`config.mk`:
```
export PLATFORM = sky130hd
export DESIGN_NAME = lccc_core
export DESIGN_NICKNAME = d
export VERILOG_FILES = /design/src/rtl/lccc_pkg.sv /design/src/rtl/lccc_core.sv /design/src/rtl/lccc_step_chan.sv /design/src/rtl/lccc_sync.sv
export VERILOG_INCLUDE_DIRS = /design/src /design/src/rtl
export SDC_FILE = /design/constraint.sdc
export NUM_CORES = 1
export LEC_CHECK = 0
export ABC_AREA = 1
export BUFFER_PORTS_ARGS = -buffer_cell sky130_fd_sc_hd__buf_2
export CORE_MARGIN = 5
export CORE_UTILIZATION = 60
export DETAILED_ROUTE_END_ITERATION = 12
export PLACE_DENSITY = 0.89
export SYNTH_ARGS = -nofsm -noshare
export SYNTH_HDL_FRONTEND = slang
export SYNTH_HIERARCHICAL = 1
export SYNTH_SLANG_ARGS = --single-unit
```
`constraint.sdc`:
```
create_clock -name mclk -period 15.9 [get_ports mclk]
set_input_delay 3.18 -clock mclk [delete_from_list [all_inputs] [get_ports mclk]]
set_output_delay 3.18 -clock mclk [all_outputs]
set_load 0.1 [all_outputs]
```
`src/rtl/lccc_map.svh`:
```
// Operation
// - bias code upper bits loaded by write
// - bias lsb reset zero, changed by step
// - bias limit caps upper code bits
// - bias step: leading five bits signed
// - bias overflow sets warning, code kept
// - mod code upper bits loaded by write
// - mod lsb reset zero, changed by step
// - mod limit caps upper code bits
// - mod step: leading five bits signed
// - mod overflow sets warning, code kept
// - drive equals mod code minus deemphasis
// - deemphasis mode bits 5:4, amount six bits
// - eq enable bit 3 gates select bits
// - invert bit flips drive sense
// - status bit shows input activity
// - reset: currents off, registers default
// - sense over threshold latches fault
// - fault held until cleared by disable toggle
// - disable high turns currents off
// - normal mode: only step and mode registers writable
`ifndef LCCC_MAP_SVH
`define LCCC_MAP_SVH
// ************************************************************
// register byte addresses
// ************************************************************
`define LCCC_A_TRANSMIT_CONTROL 8'h00
`define LCCC_A_BIAS 8'h04
`define LCCC_A_MOD 8'h08
`define LCCC_A_BLIM 8'h0C
`define LCCC_A_MLIM 8'h10
`define LCCC_A_BSTEP 8'h14
`define LCCC_A_MSTEP 8'h18
`define LCCC_A_EQSEL 8'h1C
`define LCCC_A_DEAMT 8'h20
`define LCCC_A_STATUS 8'h24
`define LCCC_A_MODE 8'h28
// ************************************************************
// fields and defaults
// ************************************************************
`define LCCC_B_INV 0
`define LCCC_B_EQEN 3
`define LCCC_B_DEM_LO 4
`define LCCC_B_DEM_HI 5
`define LCCC_B_EQ_LO 1
`define LCCC_B_EQ_HI 2
`define LCCC_B_STEP_HI 7
`define LCCC_B_STEP_LO 3
`define LCCC_B_ACT 0
`define LCCC_B_BWARN 1
`define LCCC_B_MWARN 2
`define LCCC_B_FAULT 3
`define LCCC_B_OPEN 0
`define LCCC_RST_CODE 9'h000
`define LCCC_RST_LIM 8'hFF
`define LCCC_RST_BYTE 8'h00
`define LCCC_RST_AMT 6'h00
`define LCCC_ACT_WIN 8'hFF
// sync flops start at pin idle levels {disable high, sense low, data low}
// so no false fault or activity edge follows reset
`define LCCC_RST_SYNC 3'h4
`endif

```
`src/rtl/lccc_pkg.sv`:
```
package lccc_pkg;
  typedef struct packed {
    logic [8:0] code;
    logic [7:0] limit;
    logic warn;
  } lccc_chan_s;
  typedef struct packed {
    logic [7:0] transmit_control;
    logic [7:0] eqsel;
    logic [5:0] deAmt;
    logic [7:0] modeCtl;
    logic ack;
    logic [31:0] dat;
  } lccc_regs_s;
endpackage

```
`src/rtl/lccc_core.sv`:
```
`timescale 1ns/10ps
`default_nettype none
`include "lccc_map.svh"
module lccc_core
  import lccc_pkg::*;
(
  input wire logic mclk,
  input wire logic sys_rst,
  input wire logic ce,
  input wire logic wb_cyc_i,
  input wire logic wb_stb_i,
  input wire logic wb_we_i,
  input wire logic [7:0] wb_adr_i,
  input wire logic [3:0] wb_sel_i,
  input wire logic [31:0] wb_dat_i,
  output logic [31:0] wb_dat_o,
  output logic wb_ack_o,
  input wire logic disable_pin,
  input wire logic bias_limit_sense,
  input wire logic data_in_p,
  output logic currentsOn,
  output logic [8:0] biasDrive,
  output logic [8:0] modDrive,
  output logic [5:0] deemphAmountOut,
  output logic [1:0] deemphModeOut,
  output logic eqEnableOut,
  output logic [1:0] eqSelectOut,
  output logic outputInvertOut,
  output logic laser_drive_out_p,
  output logic laser_drive_out_n,
  output logic faultOut,
  output logic faultOe
);
  // ************************************************************
  // pin synchronisers and state
  // ************************************************************
  typedef struct packed {
    lccc_regs_s regs;
    logic dis;
    logic fault;
    logic dat;
    logic act;
    logic [7:0] actCnt;
  } lccc_state_s;
  lccc_state_s st_r, st_nxt;
  logic [2:0] pins;
  logic disS, senseS, dataS;
  logic req, wr, wrOk, clrAll, toggle;
  lccc_chan_s bias, modc;
  logic [9:0] deSub;
  logic [8:0] modEff;
  lccc_sync u_sync (
    .mclk(mclk),
    .sys_rst(sys_rst),
    .ce(ce),
    .din({disable_pin, bias_limit_sense, data_in_p}),
    .dout(pins)
  );
  assign disS = pins[2];
  assign senseS = pins[1];
  assign dataS = pins[0];
  assign req = wb_cyc_i && wb_stb_i && !st_r.regs.ack;
  assign wr = req && wb_we_i && wb_sel_i[0];
  // ************************************************************
  // write gating
  // ************************************************************
  // protects laser: codes and limits writable only in open mode
  assign wrOk = wr && st_r.regs.modeCtl[`LCCC_B_OPEN];
  // disable toggle: falling edge of the synced pin closes the toggle
  assign toggle = st_r.dis && !disS;
  assign clrAll = toggle && !senseS;
  lccc_step_chan u_bias (
    .mclk(mclk),
    .sys_rst(sys_rst),
    .ce(ce),
    .loadUpper(wrOk && wb_adr_i == `LCCC_A_BIAS),
    .upperVal(wb_dat_i[7:0]),
    .loadLimit(wrOk && wb_adr_i == `LCCC_A_BLIM),
    .limitVal(wb_dat_i[7:0]),
    .stepStb(wr && wb_adr_i == `LCCC_A_BSTEP),
    .stepVal(wb_dat_i[7:0]),
    .clrWarn(toggle),
    .chan(bias)
  );
  lccc_step_chan u_mod (
    .mclk(mclk),
    .sys_rst(sys_rst),
    .ce(ce),
    .loadUpper(wrOk && wb_adr_i == `LCCC_A_MOD),
    .upperVal(wb_dat_i[7:0]),
    .loadLimit(wrOk && wb_adr_i == `LCCC_A_MLIM),
    .limitVal(wb_dat_i[7:0]),
    .stepStb(wr && wb_adr_i == `LCCC_A_MSTEP),
    .stepVal(wb_dat_i[7:0]),
    .clrWarn(toggle),
    .chan(modc)
  );
  // ************************************************************
  // register file and status logic
  // ************************************************************
  always_comb begin
    st_nxt = st_r;
    st_nxt.dis = disS;
    st_nxt.dat = dataS;
    st_nxt.regs.ack = req;
    // activity: any edge within a window of cycles
    if (dataS != st_r.dat) begin
      st_nxt.actCnt = `LCCC_ACT_WIN;
      st_nxt.act = 1'b1;
    end else if (st_r.actCnt != 8'h00) begin
      st_nxt.actCnt = st_r.actCnt - 8'h01;
    end else begin
      st_nxt.act = 1'b0;
    end
    // set wins over clear: sense high keeps the latch
    if (clrAll) st_nxt.fault = 1'b0;
    if (senseS) st_nxt.fault = 1'b1;
    if (wr && wb_adr_i == `LCCC_A_MODE) st_nxt.regs.modeCtl = wb_dat_i[7:0];
    if (wrOk && wb_adr_i == `LCCC_A_TRANSMIT_CONTROL) st_nxt.regs.transmit_control = wb_dat_i[7:0];
    if (wrOk && wb_adr_i == `LCCC_A_EQSEL) st_nxt.regs.eqsel = wb_dat_i[7:0];
    if (wrOk && wb_adr_i == `LCCC_A_DEAMT) st_nxt.regs.deAmt = wb_dat_i[5:0];
    st_nxt.regs.dat = 32'h0000_0000;
    if (req && !wb_we_i) begin
      case (wb_adr_i)
        `LCCC_A_TRANSMIT_CONTROL: st_nxt.regs.dat = {24'h000000, st_r.regs.transmit_control};
        `LCCC_A_BIAS: st_nxt.regs.dat = {24'h000000, bias.code[8:1]};
        `LCCC_A_MOD: st_nxt.regs.dat = {24'h000000, modc.code[8:1]};
        `LCCC_A_BLIM: st_nxt.regs.dat = {24'h000000, bias.limit};
        `LCCC_A_MLIM: st_nxt.regs.dat = {24'h000000, modc.limit};
        `LCCC_A_EQSEL: st_nxt.regs.dat = {24'h000000, st_r.regs.eqsel};
        `LCCC_A_DEAMT: st_nxt.regs.dat = {26'h0000000, st_r.regs.deAmt};
        `LCCC_A_STATUS: st_nxt.regs.dat = {28'h0000000, st_r.fault, modc.warn,
          bias.warn, st_r.act};
        `LCCC_A_MODE: st_nxt.regs.dat = {24'h000000, st_r.regs.modeCtl};
        default: st_nxt.regs.dat = 32'h0000_0000;
      endcase
    end
  end
  always_ff @(posedge mclk or posedge sys_rst) begin
    if (sys_rst) begin
      st_r <= '0;
      st_r.dis <= 1'b1;
    end else if (ce) begin
      st_r <= st_nxt;
    end
  end
  // ************************************************************
  // drive outputs
  // ************************************************************
  // deemphasis removes deAmt/64 of the modulation code
  assign deSub = 10'((15'(modc.code) * 15'(st_r.regs.deAmt)) >> 6);
  assign modEff = modc.code - deSub[8:0];
  // reset, disable or fault kill both currents
  assign currentsOn = !sys_rst && !st_r.dis && !st_r.fault;
  assign biasDrive = currentsOn ? bias.code : 9'h000;
  assign modDrive = currentsOn ? modEff : 9'h000;
  assign deemphModeOut = st_r.regs.transmit_control[`LCCC_B_DEM_HI:`LCCC_B_DEM_LO];
  assign deemphAmountOut = st_r.regs.deAmt;
  assign eqEnableOut = st_r.regs.transmit_control[`LCCC_B_EQEN];
  assign eqSelectOut = eqEnableOut ?
    st_r.regs.eqsel[`LCCC_B_EQ_HI:`LCCC_B_EQ_LO] : 2'h0;
  assign outputInvertOut = st_r.regs.transmit_control[`LCCC_B_INV];
  assign laser_drive_out_p = currentsOn && (st_r.dat ^ outputInvertOut);
  assign laser_drive_out_n = currentsOn && !(st_r.dat ^ outputInvertOut);
  assign faultOut = 1'b0;
  assign faultOe = !st_r.fault; // open drain: released means high
  assign wb_ack_o = st_r.regs.ack;
  assign wb_dat_o = st_r.regs.dat;
  // ************************************************************
  // checks
  // ************************************************************
  fault_latch_a: assert property (@(posedge mclk) disable iff (sys_rst)
    ce && senseS |=> !faultOe)
    else $error("fault not latched");
  fault_hold_a: assert property (@(posedge mclk) disable iff (sys_rst)
    st_r.fault && !(ce && clrAll) |=> st_r.fault)
    else $error("fault released early");
  disable_off_a: assert property (@(posedge mclk) disable iff (sys_rst)
    ce && disS |=> biasDrive == 9'h000 && modDrive == 9'h000
    && !laser_drive_out_p && !laser_drive_out_n)
    else $error("current on while disabled");
  eq_gate_a: assert property (@(posedge mclk) disable iff (sys_rst)
    !eqEnableOut |-> eqSelectOut == 2'h0)
    else $error("eq select leaked");
  lock_code_a: assert property (@(posedge mclk) disable iff (sys_rst)
    ce && !st_r.regs.modeCtl[`LCCC_B_OPEN] && !(wr && (wb_adr_i == `LCCC_A_BSTEP))
    |=> $stable(bias.code))
    else $error("bias code changed while locked");
  mod_lock_a: assert property (@(posedge mclk) disable iff (sys_rst)
    ce && !st_r.regs.modeCtl[`LCCC_B_OPEN] && !(wr && (wb_adr_i == `LCCC_A_MSTEP))
    |=> $stable(modc.code))
    else $error("mod code changed while locked");
  limit_lock_a: assert property (@(posedge mclk) disable iff (sys_rst)
    ce && !st_r.regs.modeCtl[`LCCC_B_OPEN] |=> $stable(bias.limit) && $stable(modc.limit)
    && $stable(st_r.regs.transmit_control))
    else $error("setting changed while locked");
  ack_once_a: assert property (@(posedge mclk) disable iff (sys_rst)
    wb_ack_o |=> !wb_ack_o)
    else $error("ack held");
  ack_answer_a: assert property (@(posedge mclk) disable iff (sys_rst)
    ce && req |=> wb_ack_o)
    else $error("request not acked");
  act_set_a: assert property (@(posedge mclk) disable iff (sys_rst)
    ce && dataS != st_r.dat |=> st_r.act)
    else $error("activity missed");
  fault_clear_a: assert property (@(posedge mclk) disable iff (sys_rst)
    ce && clrAll |=> faultOe)
    else $error("fault not cleared");
endmodule // lccc_core
`default_nettype wire

```
`src/rtl/lccc_step_chan.sv`:
```
`timescale 1ns/10ps
`default_nettype none
`include "lccc_map.svh"
module lccc_step_chan
  import lccc_pkg::*;
(
  input wire logic mclk,
  input wire logic sys_rst,
  input wire logic ce,
  input wire logic loadUpper,
  input wire logic [7:0] upperVal,
  input wire logic loadLimit,
  input wire logic [7:0] limitVal,
  input wire logic stepStb,
  input wire logic [7:0] stepVal,
  input wire logic clrWarn,
  output lccc_chan_s chan
);
  lccc_chan_s st_r, st_nxt;
  logic [9:0] sum;
  always_comb begin
    st_nxt = st_r;
    sum = {1'b0, st_r.code} + {{5{stepVal[`LCCC_B_STEP_HI]}},
      stepVal[`LCCC_B_STEP_HI:`LCCC_B_STEP_LO]};
    if (clrWarn) st_nxt.warn = 1'b0;
    if (loadLimit) st_nxt.limit = limitVal;
    if (loadUpper) st_nxt.code = {upperVal, st_r.code[0]};
    else if (stepStb) begin
      // carry out or negative wrap also counts as exceeding
      if (sum[9] || sum[8:1] > st_r.limit) st_nxt.warn = 1'b1;
      else st_nxt.code = sum[8:0];
    end
  end
  always_ff @(posedge mclk or posedge sys_rst) begin
    if (sys_rst) begin
      st_r <= '{code: `LCCC_RST_CODE, limit: `LCCC_RST_LIM, warn: 1'b0};
    end else if (ce) begin
      st_r <= st_nxt;
    end
  end
  assign chan = st_r;
  step_kept_a: assert property (@(posedge mclk) disable iff (sys_rst)
    ce && stepStb && !loadUpper && sum[8:1] > st_r.limit |=> chan.warn && $stable(chan.code))
    else $error("overflow step changed code");
  warn_sticky_a: assert property (@(posedge mclk) disable iff (sys_rst)
    chan.warn && !(ce && clrWarn) |=> chan.warn)
    else $error("warning dropped");
endmodule // lccc_step_chan
`default_nettype wire

```
`src/rtl/lccc_sync.sv`:
```
`timescale 1ns/10ps
`default_nettype none
`include "lccc_map.svh"
module lccc_sync (
  input wire logic mclk,
  input wire logic sys_rst,
  input wire logic ce,
  input wire logic [2:0] din,
  output logic [2:0] dout
);
  logic [2:0] s1_r, s2_r;
  always_ff @(posedge mclk or posedge sys_rst) begin
    if (sys_rst) begin
      s1_r <= `LCCC_RST_SYNC;
      s2_r <= `LCCC_RST_SYNC;
    end else if (ce) begin
      s1_r <= din;
      s2_r <= s1_r;
    end
  end
  assign dout = s2_r;
endmodule // lccc_sync
`default_nettype wire

```
==> Word-level counts from Yosys, hierarchy flattened <==
Cells that the tools add are included.
W data, S select, Z words.
{ "op_classes": {"add_sub_neg": 4, "multipliers": 1, "n_lt_le_gt_ge": 2, "eq_ne": 14, "mux": 24, "bitwise_logic": 5, "n_reduce_logical": 51} }
{ "op_table": {"columns": ["cell", "n"], "rows": [
  ["$mux W9", 9],
  ["$pmux W8 S9", 1],
  ["$eq A8 B5 Y1 const B", 4],
  ["$eq A8 B6 Y1 const B", 3],
  ["$logic_and A1 B1 Y1", 22],
  ["$add A9 B10 Y10", 2],
  ["$reduce_and A2 Y1", 9],
  ["$eq A8 B4 Y1 const B", 2],
  ["$gt A8 B8 Y1", 2],
  ["$mux W8", 2],
  ["$mul A9 B6 Y15", 1],
  ["$mux W1", 11],
  ["$sub A9 B9 Y9", 1],
  ["$eq A8 B3 Y1 const B", 1],
  ["$logic_not A1 Y1", 8],
  ["$logic_not A8 Y1", 1],
  ["$reduce_and A4 Y1", 2],
  ["$reduce_bool A2 Y1", 4],
  ["$reduce_bool A8 Y1", 1],
  ["$sub A8 B1 Y8 const B", 1],
  ["$reduce_and A3 Y1", 2],
  ["$ne A2 B1 Y1 const B", 2],
  ["$not A1 Y1", 4],
  ["$logic_or A1 B1 Y1", 2],
  ["other kinds (4)", 4]
]} }
{ "totals": {"ff_bits": 117, "word_cells": 122} }

==> Depth between registers and ports, before layout <==
Gate-level depths: netlist of the first run.
{ "logic_depth": {"depth_word": 8, "mapped_depth": 25, "depth_no_buf": 24} }

==> Hierarchy <==
The synthesis of the first run kept the hierarchy.
{ "by_module_without_submodules": {"columns": ["mod", "instances", "cells_per_inst", "area_per_inst_um2", "seq_area_each_um2"], "rows": [
  ["lccc_core", 1, 803, 5595.4, 1277.5],
  ["lccc_step_chan", 2, 213, 1514.0, 460.4],
  ["lccc_sync", 1, 26, 227.7, 152.6]
]} }

==> Worst setup path after synthesis of the first run <==
Ideal clock, no wire load.
{ "synth_path": {"kind": "input port to output port", "from": "in sys_rst", "to": "out biasDrive[0]", "t_arrival_ns": 6.324, "required_ns": 12.720, "setup_slack_ns": 6.396, "path_stages": 4, "path_buffers": 1, "cell_sequence": "nor3_2 inv_1 clkbuf_1 nor2_1"} }
{ "synth_between": {"elab_chain_cells": 4} }
{ "synth_lines": {"columns": ["item", "line", "text"], "rows": [
  ["start: declaration", "lccc_core.sv:8", "input wire logic sys_rst,"],
  ["$logic_not A1 Y1 (no line)", null, null],
  ["$logic_and A1 B1 Y1 (2 in series)", "lccc_core.sv:154", "assign currentsOn = !sys_rst && !st_r.dis && !st_r.fault;"],
  ["$mux W9", "lccc_core.sv:155", "assign biasDrive = currentsOn ? bias.code : 9'h000;"],
  ["end: declaration", "lccc_core.sv:22", "output logic [8:0] biasDrive,"]
]} }
Every way passes these cells.

==> Final worst setup path of the first run <==
{ "layout_path": {"from": "reg u_mod.st_r (netlist bit u_mod/chan[12])", "to": "out modDrive[6]"} }
{ "layout_between": {"elab_chain_cells": 3} }
{ "layout_lines": {"columns": ["item", "line", "text"], "rows": [
  ["start: declaration", "lccc_step_chan.sv:19", "lccc_chan_s st_r, st_nxt;"],
  ["start signal: assignment", "lccc_step_chan.sv:36", "st_r <= '{code: `LCCC_RST_CODE, limit: `LCCC_RST_LIM, warn: 1'b0};"],
  ["start signal: assignment", "lccc_step_chan.sv:38", "st_r <= st_nxt;"],
  ["$mul A9 B6 Y15", "lccc_core.sv:151", "assign deSub = 10'((15'(modc.code) * 15'(st_r.regs.deAmt)) >> 6);"],
  ["$sub A9 B9 Y9 *", "lccc_core.sv:152", "assign modEff = modc.code - deSub[8:0];"],
  ["$mux W9 *", "lccc_core.sv:156", "assign modDrive = currentsOn ? modEff : 9'h000;"],
  ["end: declaration", "lccc_core.sv:23", "output logic [8:0] modDrive,"]
]} }
Every way passes the cells marked *; elsewhere a longest branch is shown, timed or not.

==> run_results.csv, run 1 <==
group,metric,value,unit
synthesis,post-synth-top-count-cell,"nand2_1",
synthesis,synth_area_leaders,"dfrtp_1 (21%), nand2_1 (18%), ha_1 (9.0%)",
power_and_ir_drop,p_comb_frac,0.182,
timing,hold_viol,0,
finish,n_fill_cell,1285,
critical_path,cpLargestDelayFamily,"adder cells",
finish,stdcell_area,9373,um^2
critical_path,worst-setup-path-type,"reg2out",
synthesis,ys.warnings.count,6,
timing,skew,0.01133,ns
finish,multi_input_area,5356,um^2
synthesis,async_flop_share,1.000,
finish,area_delta_synth_final,5.895,%
timing,fin_crit_sh,0.5374,
power_and_ir_drop,power.share.sequential,0.449,
synthesis,syn_area_per_cell,7.053,um^2
cts,cts_buffers,9,
global_route,grt_pass1_vias,7717,
drt,vias_per_cell,5.350,
floorplanning,io_pins,121,
placement,dp_hpwl,16.99,mm
timing,finalSetupTns,0,ns
cts,clk_pin_slew_worst_paths,0.06,ns
global_route,grt_pass1_wl,36.58,mm
synthesis,ys.flop_type,"dfrtp_1",
critical_path,cp-end-kind,"primary output",
run_status,status,"finished clean",
placement,routabilityCongestion,0.9626,
placement,place_area,9092,um^2
drt,ant_nets,0,
power_and_ir_drop,pwr-share-clk,0.369,
synthesis,synth-seq-cells,93,
synthesis,synth_cell_types,43,
power_and_ir_drop,power.leakage,5.639,nW
floorplanning,die_area,17280,um^2
power_and_ir_drop,p_sw_frac,0.3369,
critical_path,critPathLaunchType,"register",
timing,maxSlewHeadroom,0.2971,
finish,diodes,0,
power_and_ir_drop,p_int,0.3718,mW
cts,hold_buffers,0,
critical_path,path_cells,"nand2_1 > inv_1 > fa_1 > fa_1 > inv_1 > fa_1 > inv_1 > ha_1 > nand2_1 > nor3_1 > nand2_1 > nand2_1 > xnor2_1 > ha_1 > a21oi_1 > nand2_1 > nand2_1 > inv_1 > o21ai_0 > nand2_1 > nand2_1 > nand2_1 > nor2_1 > buf_2",
drt,drtPass1Iterations,7,
cts,htreeDepth,3,
global_route,track_usage,0.2568,
floorplanning,start_util,0.6113,
critical_path,slowest_stage,"dfrtp_1",
synthesis,synth-seq-area-share,0.2656,
power_and_ir_drop,power.density,59.83,nW/um^2
timing,rsz0062_at_grt,"no",
cts,clkSinkCount,93,
timing,finalSetupViolCount,0,
finish,layout.area.seq,2351,um^2
critical_path,cp_slowest_stage_delay,0.65,ns
synthesis,yosysTopAreaCell,"dfrtp_1",
global_route,grt_max_degree,52,
synthesis,synthCells,1255,
drt,drc,0,
placement,place_inst,1471,
drt,avgRoutedWirePerCell,15.02,um
cts,post_cts_buffers,0,
cts,cts_tree,"built",
critical_path,required,12.72,ns
cts,cts_resized,0,
min_path,hold_path_class,"reg2reg",
floorplanning,die_h,131.5,um
timing,final_period_minus_worst_setup_slack,8.545,ns
placement,io_buffers,68,
power_and_ir_drop,ir_drop,0.04905,mV
floorplanning,fp.dieW,131.5,um
timing,fmax,0.1170,GHz
power_and_ir_drop,power_switching,0.1889,mW
drt,wl,22.32,mm
timing,tightestPinTransition,1.053,ns
finish,nNetsFinal,1446,
drt,drtIter0Drc,667,
cts,cts_buffer_depth,2,
critical_path,critPathBufInv,5,
cts,root_buffer,"clkbuf_16",
synthesis,synth-edff-count,0,
floorplanning,core-area,14480,um^2
timing,hold_ws,0.4604,ns
job,max_cap_violations,0,
global_route,antenna_found_initial,0,
timing,slew_viol_final,0,
synthesis,synthesis.area,8851,um^2
timing,setup_ws,7.355,ns
placement,dp_slack,7.577,ns
critical_path,cp.arrival,5.37,ns
synthesis,synth_top_area_frac,0.2092,
critical_path,cpMostUsedCell,"nand2_1",
finish,final_cells,1486,
drt,via_count,7950,
synthesis,synth_common_cells,"nand2_1 (417), inv_1 (204), nor2_1 (95)",
global_route,grt-ovfl-total,0,
cts,clk_latency,0.36,ns
floorplanning,rows,44,
critical_path,worstPathMaxFanout,10,
finish,drive_gt1_frac,0.1436,
flip-flops by register name, indices dropped and copies added, names as in the netlist:
name and flops:
eqEnableOut 1, u_sync/s1_r 3, outputInvertOut 1, u_mod/chan 18
wb_dat_o 8, deemphModeOut 2, deemphAmountOut 6, wb_ack_o 1
u_sync/dout 3, u_bias/chan 18, st_r 32
per-stage QoR:
step | util | power, mW
after floorplan | - | 0.3384
after global placement | 0.6280 | 0.3543
after detailed placement | 0.6280 | 0.3570
after CTS | 0.6473 | 0.5624
after global routing | 0.6473 | 0.5840
final | 0.6473 | 0.5607
layout make-up:
type,instances,share of cell area
clock inverters,6,0.005874
inverters,215,0.08690
multi-input cells,911,0.5715
clock buffers,9,0.02403
repair buffers,68,0.03631
flip-flops and latches,93,0.2508
well taps,184,0.02456
final timing paths:
kind,start,to,slack [ns],cells after the start
min in group asynchronous,sys_rst,u_sync/dout[0]$_DFFE_PP0P_,2.78,2
max in group asynchronous,sys_rst,st_r[69]$_DFFE_PP0P_,12.12,2
hold reg to reg,u_sync/s1_r[2]$_DFFE_PP1P_,u_sync/dout[2]$_DFFE_PP1P_,0.46,2
setup / recovery,u_mod/chan[12]$_DFFE_PP0P_,modDrive[6],7.35,24
hold / removal,u_sync/s1_r[2]$_DFFE_PP1P_,u_sync/dout[2]$_DFFE_PP1P_,0.46,2
setup reg to reg,u_mod/chan[9]$_DFFE_PP0P_,u_mod/chan[12]$_DFFE_PP0P_,12.64,18
placed cells by master (no fill, tap or decap), types with 18 or more instances in the layout:
master     n
nand3_1   72
o21ai_2   23
dfstp_2   19
a21oi_1   51
nor2_1    95
xor2_1    18
nand2_1  417
inv_1    203
ha_1      64
conb_1    25
dfrtp_1   74
buf_2     68
fa_1      31
o21ai_0   23
kinds of logic after synthesis:
group | after synthesis | synth area share
multiplexers | 2 | 0.002544
AO/OA/AOI/OAI | 119 | 0.08142
AND/OR/NAND/NOR | 646 | 0.3263
other | 1 | 0.0004237
XOR/XNOR | 24 | 0.02375
adder cells (fa/ha/maj) | 95 | 0.1606
buffers and inverters | 275 | 0.1394
flip-flops | 93 | 0.2656
tightest hold or removal path, delay by kind of cell (launching register included):
kind          cells  cell delay (ns)
flops             1             0.37
simple gates      2             0.10
routing by layer:
metal / up-vias / GRT usage / wire (um)
li1: 3890 / - / -
met1: 3687 / 0.3324 / 9232
met2: 312 / 0.4278 / 10710
met3: 61 / 0.04549 / 1701
met4: 0 / 0.1029 / 670
met5: - / 0 / 0
power groups by stage:
stage                     Combinational [mW]  Clock, mW  Sequential (mW)
final                                  0.102      0.207            0.252
after detailed placement               0.101          0            0.256
after global placement                0.0987          0            0.256
after floorplan                       0.0826          0            0.256
after CTS                              0.102      0.209            0.252
after global routing                   0.110      0.222            0.253
No activity file was read; power rests on OpenSTA's default activity.
==> inputs of run 2 (changes only) <==
Settings changed: CORE_UTILIZATION 60 to 54, PLACE_DENSITY 0.89 to 0.85.
Clock period 15.9 ns to 7.5 ns, I/O delays scaled along.
==> run_results.csv, run 2 (synthesis results as in run 1) <==
group,metric,value,unit
drt,avgRoutedWirePerCell,14.60,um
floorplanning,io_pins,121,
global_route,grt_util_met1,0.3045,
floorplanning,start_util,0.5532,
power_and_ir_drop,ir_drop,0.1149,mV
timing,rsz0062_at_grt,"no",
finish,fin_util,0.5894,
cts,clk_latency,0.35,ns
timing,fin_crit_sh,0.9104,
floorplanning,core-area,16000,um^2
drt,drc,0,
cts,cts_tree,"built",
timing,skew,0.01170,ns
finish,regMostFlops,"st_r",
power_and_ir_drop,p_sw_frac,0.3238,
cts,cts_buffer_depth,2,
critical_path,cp-end-kind,"primary output",
finish,area_delta_synth_final,6.545,%
drt,drtPass1Iterations,5,
drt,via_count,7935,
critical_path,slowest_stage,"dfrtp_1",
timing,final_period_minus_worst_setup_slack,6.828,ns
drt,drtIter0Drc,670,
global_route,track_usage,0.2305,
critical_path,cpMostUsedCell,"nand2_1",
finish,mostFrequentLayoutCell,"nand2_1",
critical_path,path_cells,"nand2_1 > inv_1 > fa_1 > fa_1 > inv_1 > fa_1 > inv_1 > ha_1 > nand2_1 > inv_1 > nand3_1 > o21ai_0 > xnor2_1 > ha_1 > a21oi_1 > nand2_1 > nand2_1 > nand2_1 > a21oi_1 > xor2_1 > nor2_1 > buf_2",
cts,post_cts_buffers,0,
global_route,grt_max_degree,52,
power_and_ir_drop,power.leakage,5.651,nW
timing,finalSetupViolCount,0,
placement,dp_hpwl,17.05,mm
power_and_ir_drop,power_switching,0.3926,mW
global_route,use_met2,0.3898,
job,max_cap_violations,0,
timing,finalSetupTns,0,ns
finish,largest_reg_flops,32,
critical_path,cp.arrival,5.33,ns
cts,clk_pin_slew_worst_paths,0.07,ns
placement,io_buffers,68,
timing,fmax,0.1465,GHz
placement,routabilityCongestion,0.9368,
cts,cts_resized,0,
global_route,top_usage_layer,"met2",
finish,final_cells,1519,
finish,nNetsFinal,1446,
drt,vias_per_cell,5.224,
timing,hold_viol,0,
power_and_ir_drop,power.density,128.6,nW/um^2
min_path,hold_path_class,"reg2reg",
power_and_ir_drop,power.total,1.213,mW
floorplanning,fp.dieW,138.0,um
global_route,antenna_found_initial,0,
global_route,grt_pass1_wl,36.78,mm
floorplanning,die_h,138.0,um
cts,hold_buffers,0,
critical_path,worstPathMaxFanout,12,
cts,htreeDepth,3,
cts,clkSinkCount,93,
placement,place_inst,1503,
global_route,use_met3,0.03690,
critical_path,critPathLaunchType,"register",
drt,ant_nets,0,
cts,root_buffer,"clkbuf_16",
timing,hold_ws,0.4553,ns
critical_path,worst-setup-path-type,"reg2out",
timing,maxSlewHeadroom,0.3013,
timing,slew_viol_final,0,
global_route,grt_pass1_vias,7690,
finish,final_cell_mix,"nand2_1 (417), inv_1 (203), nor2_1 (95), dfrtp_1 (74), nand3_1 (72)",
power_and_ir_drop,p_comb_frac,0.178,
power_and_ir_drop,p_int,0.8200,mW
finish,diodes,0,
drt,wl,22.18,mm
power_and_ir_drop,pwr-share-clk,0.382,
power_and_ir_drop,power.share.sequential,0.440,
floorplanning,die_area,19050,um^2
critical_path,required,6.00,ns
global_route,grt-ovfl-total,0,
timing,tightestPinTransition,1.046,ns
critical_path,cp_slowest_stage_delay,0.67,ns
cts,cts_buffers,9,
finish,drive_gt1_frac,0.1435,
run_status,status,"finished clean",
floorplanning,rows,46,
## run 2: changes by cell type in the layout (fill, tap and decap cells not counted)
cell	previous run	this run
bufinv_16	0	1
clkbuf_1	0	1
clkinv_2	0	1
clkinvlp_4	2	1
inv_6	2	3
inv_8	2	0
## run 2: final timing paths
check                                               startpoint                             end  slack [ns]  depth (start not counted)
max in group asynchronous                              sys_rst  deemphAmountOut[0]$_DFFE_PP0P_        5.39                          2
worst min register to register      u_sync/s1_r[2]$_DFFE_PP1P_      u_sync/dout[2]$_DFFE_PP1P_        0.46                          2
worst max register to register       u_mod/chan[9]$_DFFE_PP0P_      u_mod/chan[15]$_DFFE_PP0P_        4.28                         18
worst max-delay path            deemphAmountOut[4]$_DFFE_PP0P_                     modDrive[5]        0.67                         22
min in group asynchronous                              sys_rst      u_sync/dout[1]$_DFFE_PP0P_        1.11                          2
worst min-delay path                u_sync/s1_r[2]$_DFFE_PP1P_      u_sync/dout[2]$_DFFE_PP1P_        0.46                          2
## run 2: layout make-up
type	count	area [um^2]
Multi-Input combinational cell	911	5356
Clock inverter	6	68.82
Tap cell	216	270.3
Inverter	215	814.5
Fill cell	1445	6570
Sequential cell	93	2351
Timing Repair Buffer	68	340.3
Clock buffer	10	229.0
## run 2: power groups by stage
stage                     Sequential [mW]  Clock (mW)  Combinational, mW
after floorplan                     0.542           0              0.175
after global placement              0.543           0              0.210
after detailed placement            0.543           0              0.214
after global routing                0.536       0.487              0.233
final                               0.534       0.463              0.216
after CTS                           0.534       0.468              0.215
## run 2: routing by layer
metal	part of all wire	routed length, um
met1	0.43	9516
met2	0.47	10510
met3	0.077	1715
met4	0.019	432
met5	0	0
## run 2: through the flow
stage	area [um^2]	setup slack [ns]
2_1_floorplan	8941	0.3917
3_3_place_gp	9133	1.123
3_5_place_dp	9133	1.027
4_1_cts	9430	0.6378
5_1_grt	9430	0.2187
6_report	9430	0.6721
## run 2: worst max-delay path: cells and delay by family, from the launching register on
family	cells	cell delay (ns)
AOI/OAI and AO/OA	3	0.48
xor gates and xnor gates	2	0.29
and+or+nand+nor	7	0.63
DFF	1	0.67
buffers and inverters	5	0.74
adders and majority gates	5	2.16
